### src/verilog/dblc_pkg.sv
// Constants for the dual buck LED control register bank.
// Assumes a serial front end that delivers decoded 5-bit addresses,
// 10-bit data and one-cycle write and read strobes on clk.
package dblc_pkg;
   localparam int DW = 10;
   localparam int AW = 5;
   localparam logic [AW-1:0] ADDR_NOP = 5'h00;
   localparam logic [AW-1:0] ADDR_PEAK1 = 5'h01;
   localparam logic [AW-1:0] ADDR_PEAK2 = 5'h02;
   localparam logic [AW-1:0] ADDR_RANGE = 5'h03;
   localparam logic [AW-1:0] ADDR_OFF_TIME = 5'h04;
   localparam logic [AW-1:0] ADDR_GENERAL = 5'h05;
   localparam logic [AW-1:0] ADDR_SYNC_LS = 5'h06;
   localparam logic [AW-1:0] ADDR_THERMAL = 5'h07;
   localparam logic [AW-1:0] ADDR_MEAS = 5'h08;
   localparam logic [AW-1:0] ADDR_TRIM1 = 5'h09;
   localparam logic [AW-1:0] ADDR_TRIM2 = 5'h0a;
   localparam logic [AW-1:0] ADDR_ADC_OTP = 5'h0b;
   localparam logic [AW-1:0] ADDR_BANK_RNG = 5'h18;
   localparam logic [AW-1:0] ADDR_BANK_D12 = 5'h19;
   localparam logic [AW-1:0] ADDR_BANK_D34 = 5'h1a;
   localparam logic [DW-1:0] RST_ZERO = 10'h000;
   localparam logic [7:0] RST_THERMAL_WARN = 8'hb3;
   localparam logic [2:0] RANGE_MAX = 3'h4;
   // Off-time table in units of 0.01 us.V
   localparam int OFFT_BITS = 13;
   localparam logic [OFFT_BITS-1:0] OFF_TIME_TAB [32] = '{
      13'd5000, 13'd4640, 13'd4310, 13'd4000, 13'd3710, 13'd3450, 13'd3200, 13'd2970,
      13'd2760, 13'd2560, 13'd2380, 13'd2210, 13'd2050, 13'd1900, 13'd1770, 13'd1640,
      13'd1520, 13'd1410, 13'd1310, 13'd1220, 13'd1130, 13'd1050, 13'd975, 13'd905,
      13'd841, 13'd780, 13'd725, 13'd673, 13'd625, 13'd580, 13'd538, 13'd500};
   // ADC scale in units of 0.1 mV per count, full range in volts
   localparam logic [11:0] ADC_SCALE_TAB [4] = '{12'd2745, 12'd1961, 12'd1569, 12'd1176};
   localparam logic [6:0] ADC_FULL_TAB [4] = '{7'd70, 7'd50, 7'd40, 7'd30};
   localparam int MEAS_TICK_US = 32;
   localparam int CLK_MHZ = 250;
   localparam int MEAS_TICK_CYC = MEAS_TICK_US * CLK_MHZ;
   localparam int DEAD_TIME_NS = 30;
   localparam logic [1:0] OTP_REFRESH = 2'b01;
   localparam logic [1:0] OTP_ZAP = 2'b10;
   typedef enum logic [1:0] {
      DBLC_NOW_ADAPT30 = 2'b00,
      DBLC_NOW_ADAPT1P = 2'b01,
      DBLC_NOW_FIX2P5 = 2'b10,
      DBLC_NOW_FIX5P = 2'b11
   } dblc_nonoverlap_e;
   typedef enum logic [1:0] {
      DBLC_MEAS_IDLE = 2'b00,
      DBLC_MEAS_WAIT = 2'b01,
      DBLC_MEAS_FIRE = 2'b11
   } dblc_meas_e;
endpackage

### src/verilog/dblc_persist.sv
// Over-current persistence filter for one channel.
// Assumes a one-cycle period strobe and an over-current level on clk.
module dblc_persist
   import dblc_pkg::*;
(
   // Clock and reset
   input wire logic clk,
   input wire logic nrst,
   // Setting and inputs
   input wire logic [1:0] persist_count,
   input wire logic period_tick,
   input wire logic oc_level,
   // Result
   output logic oc_valid
);
   typedef struct packed {
      logic [2:0] cnt;
      logic valid;
   } dblc_pst_s;
   dblc_pst_s s_q, s_d;

   always_comb begin
      s_d = s_q;
      if (!oc_level) begin
         s_d.cnt = 3'h0;
         s_d.valid = 1'b0;
      end else if (period_tick) begin
         // Valid only after more than code plus one periods
         if (s_q.cnt > {1'b0, persist_count}) begin
            s_d.valid = 1'b1;
         end else begin
            s_d.cnt = s_q.cnt + 3'h1;
         end
      end
   end

   always_ff @(posedge clk or negedge nrst) begin
      if (!nrst) begin
         s_q <= '0;
      end else begin
         s_q <= s_d;
      end
   end

   assign oc_valid = s_q.valid;
endmodule

### src/verilog/dblc_regs.sv
// Control register bank of the dual buck LED driver.
// Assumes a serial front end that has checked framing and parity and
// presents a write or read strobe with address and data; readback data
// is registered and valid the cycle after the read strobe.
module dblc_regs
   import dblc_pkg::*;
(
   // Clock and reset
   input wire logic clk,
   input wire logic nrst,
   // Register port from the serial front end
   input wire logic wr_stb,
   input wire logic rd_stb,
   input wire logic [AW-1:0] addr,
   input wire logic [DW-1:0] wdata,
   output logic [DW-1:0] rdata,
   output logic rvalid,
   // Stored trim constants (non-volatile side)
   input wire logic [6:0] ch1_stored_trim_const,
   input wire logic [6:0] ch2_stored_trim_const,
   input wire logic [7:0] ch1_trim_d12,
   input wire logic [7:0] ch2_trim_d12,
   input wire logic [7:0] ch1_trim_d34,
   input wire logic [7:0] ch2_trim_d34,
   input wire logic [5:0] temp_adc_offset_trim,
   input wire logic temp_trim_parity,
   input wire logic trim_load,
   // Regulator feedback
   input wire logic ch1_period_tick,
   input wire logic ch2_period_tick,
   input wire logic ch1_oc_level,
   input wire logic ch2_oc_level,
   // Peak current control
   output logic [2:0] ch1_peak_range_sel,
   output logic [2:0] ch2_peak_range_sel,
   output logic [8:0] ch1_peak_value,
   output logic [8:0] ch2_peak_value,
   output logic [OFFT_BITS-1:0] ch1_off_time,
   output logic [OFFT_BITS-1:0] ch2_off_time,
   output logic ch1_offset_cancel_off,
   output logic ch2_offset_cancel_off,
   output logic slow_edge_select,
   output logic ch1_oc_valid,
   output logic ch2_oc_valid,
   // Mode and enables
   output logic failsafe_operation,
   output logic failsafe_otp_load,
   output logic failsafe_serial_update,
   output logic standalone_mode,
   output logic ch1_enable,
   output logic ch2_enable,
   output logic sync_master_slave,
   output logic [1:0] ch1_nonoverlap_mode,
   output logic [1:0] ch2_nonoverlap_mode,
   output logic ch1_lowside_predriver_on,
   output logic ch2_lowside_predriver_on,
   output logic ch1_reverse_current_hold,
   output logic ch2_reverse_current_hold,
   // Thermal and measurement
   output logic ch1_thermal_auto_restart,
   output logic ch2_thermal_auto_restart,
   output logic [7:0] thermal_warn_level,
   output logic measure_strobe,
   output logic [6:0] ch1_current_trim_code,
   output logic [6:0] ch2_current_trim_code,
   output logic [11:0] ch1_adc_scale,
   output logic [11:0] ch2_adc_scale,
   output logic [6:0] ch1_adc_full_range,
   output logic [6:0] ch2_adc_full_range,
   output logic otp_bias_high,
   output logic otp_bias_low,
   output logic [1:0] otp_addr,
   output logic otp_refresh_pulse,
   output logic otp_zap_pulse
);
   typedef struct packed {
      logic [8:0] peak1;
      logic [8:0] peak2;
      logic [DW-1:0] range;
      logic [2:0] range1_act;
      logic [2:0] range2_act;
      logic [DW-1:0] off_time;
      logic [DW-1:0] general;
      logic [DW-1:0] sync_ls;
      logic [DW-1:0] thermal;
      logic [8:0] meas;
      logic [6:0] trim1;
      logic [6:0] trim2;
      logic [DW-1:0] adc_otp;
      logic [DW-1:0] rdata;
      logic rvalid;
      logic otp_ref;
      logic otp_zap;
      logic [12:0] meas_cyc;
      logic [8:0] meas_ticks;
      dblc_meas_e meas_st;
      logic meas_stb;
      logic [OFFT_BITS-1:0] off1;
      logic [OFFT_BITS-1:0] off2;
      logic [4:0] fs;
      logic [11:0] sc1;
      logic [11:0] sc2;
      logic [6:0] fr1;
      logic [6:0] fr2;
   } dblc_regs_s;
   dblc_regs_s s_q, s_d;

   // Range codes above four keep the last legal range
   function automatic logic [2:0] legal_range(input logic [2:0] code, input logic [2:0] old);
      legal_range = (code <= RANGE_MAX) ? code : old;
   endfunction

   // Decoded mode bits: fail-safe, otp load, serial update, stand-alone
   function automatic logic [4:0] fs_decode(input logic [2:0] md);
      logic [4:0] r;
      r = 5'h00;
      case (md)
         3'b000: r = 5'b00000;
         3'b001: r = 5'b01000;
         3'b010: r = 5'b10000;
         3'b011: r = 5'b10100;
         3'b100: r = 5'b11000;
         3'b101: r = 5'b11100;
         3'b110: r = 5'b01010;
         3'b111: r = 5'b01110;
         default: r = 5'b00000;
      endcase
      fs_decode = r;
   endfunction

   logic oc1, oc2;

   dblc_persist u_pst1 (
      .clk(clk),
      .nrst(nrst),
      .persist_count(s_q.general[6:5]),
      .period_tick(ch1_period_tick),
      .oc_level(ch1_oc_level),
      .oc_valid(oc1)
   );

   dblc_persist u_pst2 (
      .clk(clk),
      .nrst(nrst),
      .persist_count(s_q.general[6:5]),
      .period_tick(ch2_period_tick),
      .oc_level(ch2_oc_level),
      .oc_valid(oc2)
   );

   logic oc1_q, oc2_q;

   always_comb begin
      s_d = s_q;
      s_d.rvalid = 1'b0;
      s_d.otp_ref = 1'b0;
      s_d.otp_zap = 1'b0;
      s_d.meas_stb = 1'b0;
      // Trim words follow the stored constants when they are loaded
      if (trim_load) begin
         s_d.trim1 = ch1_stored_trim_const;
         s_d.trim2 = ch2_stored_trim_const;
      end
      if (wr_stb) begin
         case (addr)
            ADDR_PEAK1: begin
               s_d.peak1 = wdata[8:0];
               // Latched range takes effect on the value write
               s_d.range1_act = legal_range(s_q.range[5:3], s_q.range1_act);
            end
            ADDR_PEAK2: begin
               s_d.peak2 = wdata[8:0];
               s_d.range2_act = legal_range(s_q.range[2:0], s_q.range2_act);
            end
            ADDR_RANGE: s_d.range = {2'b00, wdata[7:0]};
            ADDR_OFF_TIME: s_d.off_time = wdata;
            ADDR_GENERAL: s_d.general = wdata;
            ADDR_SYNC_LS: s_d.sync_ls = wdata;
            ADDR_THERMAL: s_d.thermal = wdata;
            // Only writable fields change; read-only trim bits stay
            ADDR_MEAS: s_d.meas = wdata[8:0];
            ADDR_TRIM1: s_d.trim1 = wdata[6:0];
            ADDR_TRIM2: s_d.trim2 = wdata[6:0];
            ADDR_ADC_OTP: begin
               s_d.adc_otp = wdata;
               s_d.otp_ref = (wdata[1:0] == OTP_REFRESH);
               s_d.otp_zap = (wdata[1:0] == OTP_ZAP);
            end
            default: s_d.rvalid = 1'b0;
         endcase
      end
      if (rd_stb) begin
         s_d.rvalid = 1'b1;
         case (addr)
            ADDR_PEAK1: s_d.rdata = {1'b0, s_q.peak1};
            ADDR_PEAK2: s_d.rdata = {1'b0, s_q.peak2};
            ADDR_RANGE: s_d.rdata = s_q.range;
            ADDR_OFF_TIME: s_d.rdata = s_q.off_time;
            ADDR_GENERAL: s_d.rdata = s_q.general;
            ADDR_SYNC_LS: s_d.rdata = s_q.sync_ls;
            ADDR_THERMAL: s_d.rdata = s_q.thermal;
            ADDR_MEAS: s_d.rdata = {temp_trim_parity, s_q.meas};
            ADDR_TRIM1: s_d.rdata = {temp_adc_offset_trim[2:0], s_q.trim1};
            ADDR_TRIM2: s_d.rdata = {temp_adc_offset_trim[5:3], s_q.trim2};
            ADDR_ADC_OTP: s_d.rdata = s_q.adc_otp;
            // Bank bit picks which channel's constants are seen
            ADDR_BANK_RNG: s_d.rdata = {3'h0, s_q.sync_ls[0] ?
               ch2_stored_trim_const : ch1_stored_trim_const};
            ADDR_BANK_D12: s_d.rdata = {2'h0, s_q.sync_ls[0] ? ch2_trim_d12 : ch1_trim_d12};
            ADDR_BANK_D34: s_d.rdata = {2'h0, s_q.sync_ls[0] ? ch2_trim_d34 : ch1_trim_d34};
            default: s_d.rdata = RST_ZERO;
         endcase
      end
      // Off-time table lookup
      s_d.off1 = OFF_TIME_TAB[s_q.off_time[9:5]];
      s_d.off2 = OFF_TIME_TAB[s_q.off_time[4:0]];
      s_d.fs = fs_decode(s_q.general[4:2]);
      // ADC range scaling, code 11 is the 30 V range
      s_d.sc1 = ADC_SCALE_TAB[s_q.adc_otp[9:8]];
      s_d.sc2 = ADC_SCALE_TAB[s_q.adc_otp[7:6]];
      s_d.fr1 = ADC_FULL_TAB[s_q.adc_otp[9:8]];
      s_d.fr2 = ADC_FULL_TAB[s_q.adc_otp[7:6]];
      // Measurement pacing: zero stops it, else value times 32 us
      case (s_q.meas_st)
         DBLC_MEAS_IDLE: begin
            s_d.meas_cyc = 13'h0;
            s_d.meas_ticks = 9'h0;
            if (s_q.meas != 9'h0) begin
               s_d.meas_st = DBLC_MEAS_WAIT;
            end
         end
         DBLC_MEAS_WAIT: begin
            if (s_q.meas == 9'h0) begin
               s_d.meas_st = DBLC_MEAS_IDLE;
            end else if (s_q.meas_cyc == 13'(MEAS_TICK_CYC - 1)) begin
               s_d.meas_cyc = 13'h0;
               if (s_q.meas_ticks + 9'h1 >= s_q.meas) begin
                  s_d.meas_ticks = 9'h0;
                  s_d.meas_st = DBLC_MEAS_FIRE;
               end else begin
                  s_d.meas_ticks = s_q.meas_ticks + 9'h1;
               end
            end else begin
               s_d.meas_cyc = s_q.meas_cyc + 13'h1;
            end
         end
         DBLC_MEAS_FIRE: begin
            s_d.meas_stb = 1'b1;
            s_d.meas_cyc = 13'h1;
            s_d.meas_st = DBLC_MEAS_WAIT;
         end
         default: s_d.meas_st = DBLC_MEAS_IDLE;
      endcase
   end

   always_ff @(posedge clk or negedge nrst) begin
      if (!nrst) begin
         s_q <= '0;
         s_q.thermal <= {2'b00, RST_THERMAL_WARN};
         s_q.off1 <= OFF_TIME_TAB[0];
         s_q.off2 <= OFF_TIME_TAB[0];
         s_q.sc1 <= ADC_SCALE_TAB[0];
         s_q.sc2 <= ADC_SCALE_TAB[0];
         s_q.fr1 <= ADC_FULL_TAB[0];
         s_q.fr2 <= ADC_FULL_TAB[0];
         s_q.meas_st <= DBLC_MEAS_IDLE;
         oc1_q <= 1'b0;
         oc2_q <= 1'b0;
      end else begin
         s_q <= s_d;
         oc1_q <= oc1;
         oc2_q <= oc2;
      end
   end

   // Register-driven outputs
   assign rdata = s_q.rdata;
   assign rvalid = s_q.rvalid;
   assign ch1_peak_range_sel = s_q.range1_act;
   assign ch2_peak_range_sel = s_q.range2_act;
   assign ch1_peak_value = s_q.peak1;
   assign ch2_peak_value = s_q.peak2;
   assign ch1_off_time = s_q.off1;
   assign ch2_off_time = s_q.off2;
   assign ch1_offset_cancel_off = s_q.general[9];
   assign ch2_offset_cancel_off = s_q.general[8];
   assign slow_edge_select = s_q.general[7];
   assign ch1_oc_valid = oc1_q;
   assign ch2_oc_valid = oc2_q;
   assign failsafe_operation = s_q.fs[4];
   assign failsafe_otp_load = s_q.fs[3];
   assign failsafe_serial_update = s_q.fs[2];
   assign standalone_mode = s_q.fs[1];
   assign ch1_enable = s_q.general[1];
   assign ch2_enable = s_q.general[0];
   assign sync_master_slave = s_q.sync_ls[9];
   assign ch1_nonoverlap_mode = s_q.sync_ls[8:7];
   assign ch2_nonoverlap_mode = s_q.sync_ls[6:5];
   assign ch1_lowside_predriver_on = s_q.sync_ls[4];
   assign ch2_lowside_predriver_on = s_q.sync_ls[3];
   assign ch1_reverse_current_hold = s_q.sync_ls[2];
   assign ch2_reverse_current_hold = s_q.sync_ls[1];
   assign ch1_thermal_auto_restart = s_q.thermal[9];
   assign ch2_thermal_auto_restart = s_q.thermal[8];
   assign thermal_warn_level = s_q.thermal[7:0];
   assign measure_strobe = s_q.meas_stb;
   assign ch1_current_trim_code = s_q.trim1;
   assign ch2_current_trim_code = s_q.trim2;
   assign ch1_adc_scale = s_q.sc1;
   assign ch2_adc_scale = s_q.sc2;
   assign ch1_adc_full_range = s_q.fr1;
   assign ch2_adc_full_range = s_q.fr2;
   assign otp_bias_high = s_q.adc_otp[5];
   assign otp_bias_low = s_q.adc_otp[4];
   assign otp_addr = s_q.adc_otp[3:2];
   assign otp_refresh_pulse = s_q.otp_ref;
   assign otp_zap_pulse = s_q.otp_zap;
endmodule

### config.mk
export PLATFORM = sky130hd
export DESIGN_NAME = dblc_regs
export DESIGN_NICKNAME = d
export VERILOG_FILES = /design/src/verilog/dblc_pkg.sv /design/src/verilog/dblc_persist.sv /design/src/verilog/dblc_regs.sv
export SDC_FILE = /design/constraint.sdc
export NUM_CORES = 1
export LEC_CHECK = 0
export BUFFER_PORTS_ARGS = -buffer_cell sky130_fd_sc_hd__buf_4
export CORE_MARGIN = 10
export CORE_UTILIZATION = 50
export DETAILED_ROUTE_END_ITERATION = 8
export PLACE_DENSITY = 0.73
export SLEW_MARGIN = 20
export SYNTH_ARGS = -nofsm -noshare
export SYNTH_HDL_FRONTEND = slang
export SYNTH_SLANG_ARGS = --single-unit
export TNS_END_PERCENT = 1
### constraint.sdc
create_clock -name clk -period 7.1 [get_ports clk]
set_input_delay 1.42 -clock clk [delete_from_list [all_inputs] [get_ports clk]]
set_output_delay 1.42 -clock clk [all_outputs]
set_load 0.01 [all_outputs]
==> results.md <==
- Status: completed
- Cell row count: 55
- GRT Residual Overflow: 0
- DRC violations left: 0
- Final nets: 1345
- Clock buffers created by TritonCTS: 23
- Highest routed metal layer: met4
- Worst clock skew on the final layout: 8.95 ps
- Number of global-route vias before repair: 9063
- Total non-filler cell area in the finished layout: 13400 sq um
- Deepest clock path buffer count: 3
- CTS H-Tree Depth: 1
- Detailed-placement wirelength estimate: 25700 um
- Number of hold buffers added after cts: 0
- Internal reg-to-reg setup slack: 4190 ps
- Total clock sinks: 201
- Shortest clock period the worst path allows after layout: 3190 ps
- Worst setup SP type: input pin
- Number of flip-flops and latches in the synthesized netlist: 201
- Master of the slowest instance on the critical path: nor2_1
- Area after DPL: 12600 sq um
- Peak clock frequency supported by timing: 313 MHz
- Floorplan die height: 173 um
- Proportion of synthesized chip area in sequential cells: 43.2%
- Latest clock arrival within the worst-skew pair: 530 ps
- Top Ports: 227
- Setup crit end kind: flip-flop
- Worst endpoint data arrival time: 3610 ps
- Count of buffers from port buffering: 218
- Total number of vias: 9070
- DR WL met3: 3330 um
- Main synth FF type: dfrtp_1
- TritonCTS clock tree: yes
- Crit share post-route: 45.0%
- Final core utilization: 58.7%
- Share of layout cells above drive strength 1: 32.5%
- Most common cell after layout, fill and taps aside: buf_4
- Worst EP required: 7510 ps
- Met1 routed wirelength after detailed routing: 14200 um
- Number of unique standard cell types used by synthesis: 74
- Clock input transition at the sequential cells of the worst setup and hold paths: 60 ps
- Via density per instance: 5.85
- Warning count from the yosys run: 0
- Starting Density: 51.3%
- Post-synthesis async set-or-reset flop share: 100%
- Wire length after detailed routing: 34900 um
- Clock tree root buffer cell: clkbuf_16
- Synthesis-to-finish area growth: 14.4%
- Number of design-rule violations left by the first detailed-router iteration: 1015
- Final-report setup violation count: 0
- Leading cell types in the layout, fill and taps excluded: buf_4 (225), dfrtp_1 (177), mux2_2 (89)
- Routed wire length per instance: 22.5 um
- GP Congestion: 0.918
- Leakage power of the design: 6.25 nW
- Crit Path Max Fanout: 16
- Number of antenna violations at the first check in global routing: 0
- Transition time at the pin with the least slew margin: 998 ps
- Largest stage delay on the critical path: 770 ps
- Reported max-cap violation count: 0
- Antenna cell count: 0
- Filler instances: 2007
- Syn avg cell area: 10.2 sq um
- Pin count of the biggest net entering global routing: 73
- Post-synthesis cell count: 1150
- Cells resized by post-CTS repair: 0
- Global Route Usage Sum: 22.1%
- Antenna-violating nets left: 0
- Die Outline Area: 30000 sq um
- Number of max-slew violations in the final report: 0
- Post-Route Hold Slack: 383 ps
- Largest vdd supply drop: 0.216 mV
- Buffers inserted by post-CTS timing repair: 0
- Class of the most critical hold timing path: flip-flop to flip-flop
- RSZ-0062 raised after global routing: false
- Total count of hold-check failures in the final report: 0
- Netlist area before placement: 11700 sq um
- Area of the core: 22800 sq um
- CP cell instances: buf_4 > or3b_2 > nor2_1 > nand2_2 > mux2_2
- Sum of negative setup slack: 0 ps
- EDFF count, synth: 0
- Critical path start-end classification: input pin to flip-flop
- PwrDens: 302 nW/um^2
- DRT Pass-1 Iters: 5
- First-pass GRT wire length: 53400 um
- Die span in x: 173 um
- DR WL met2: 16500 um
- Headroom to the max-slew limit: 33.2%
==> worst paths after layout <==
kind / from / end / cells after the start
setup / recovery: addr[1] / s_q[165] / 5
hold reg to reg: u_pst2.oc_valid / ch2_oc_valid / 0
min in group asynchronous: nrst / u_pst2.oc_valid / 1
hold / removal: u_pst2.oc_valid / ch2_oc_valid / 0
max in group asynchronous: nrst / ch2_off_time[5] / 2
setup reg to reg: s_q[72] / s_q[76] / 11
==> cell families (layout without fill, tap and decap cells) <==
logic type	count (synthesis)	count (layout)	synth area share, %
and+or+nand+nor	291	291	13.0
AOI/OAI and AO/OA	236	236	13.5
buffers and inverters	233	313	11.8
DFF	201	201	43.2
muxes	132	132	12.8
adders and majority gates	48	48	5.12
xor gates and xnor gates	8	8	0.598
other	1	8	0.0320
==> where the power goes <==
group / switching, mW / internal [mW]
registers: 0.236 / 1.40
logic: 0.619 / 0.575
clock network: 0.500 / 0.711
==> through the flow <==
stage,cells,setup WS (ps),power (mW)
final,1550,3910,4.04
after global routing,1550,3910,4.26
after CTS,1549,4000,4.07
after detailed placement,1507,3440,2.85
after global placement,1507,3490,2.82
after floorplan,1157,4290,2.48
==> state kept, by name, summed over array words and instances, names as in the netlist, 4 cells and up <==
register               flops
ch2_peak_value             9
s_q                       63
thermal_warn_level         8
ch1_adc_full_range         6
ch2_adc_full_range         5
ch2_off_time              13
ch1_peak_value             9
ch1_off_time              13
ch1_current_trim_code      7
rdata                     10
ch2_adc_scale              4
ch2_current_trim_code      7
==> layer usage <==
layer	track usage (%)	vias up
met4	6.43	0
li1	-	4092
met2	35.9	463
met5	0	-
met1	28.2	4441
met3	6.12	74
==> area by class of cell <==
type,instances,area (sq um),share of cell area (%)
Inverter,45,169,1.26
Timing Repair Buffer,226,1700,12.7
Clock buffer,32,679,5.07
Tap cell,313,392,2.92
Sequential cell,201,5060,37.7
Clock inverter,10,98.8,0.737
Multi-Input combinational cell,723,5310,39.6
==> cells in the mapped netlist, drive strengths merged (4+ instances only) <==
library cell	instances	share of area [%]
mux2	89	8.6
nand3	29	1.2
ha	48	5.1
nand2b	30	1.6
and2	4	0.21
buf	150	9.1
a22oi	22	1.4
nand4	8	0.43
o21ai	46	2.0
dfstp	23	5.2
o22a	4	0.30
a32oi	4	0.30
o31ai	6	0.38
nor2	68	2.4
a31oi	9	0.48
a22o	13	0.97
nor3	20	0.99
o22ai	4	0.21
mux4	5	0.96
nand3b	9	0.61
and3	10	0.53
nand2	75	2.5
nor3b	6	0.38
mux2i	38	3.2
nor4	5	0.52
a2bb2oi	4	0.30
a21oi	58	2.5
a211oi	9	0.58
nor2b	20	1.1
xnor2	6	0.45
inv	45	1.4
clkbuf	38	1.2
dfrtp	178	38
a221oi	14	1.0
o21a	5	0.32
a21o	9	0.58
==> worst max-delay path: cells and delay by family <==
| family | cells | cell delay, ps |
|---|---|---|
| simple gates | 3 | 1630 |
| mux | 1 | 360 |
| buf+inv | 1 | 180 |
(Power assumes the default switching activity.)
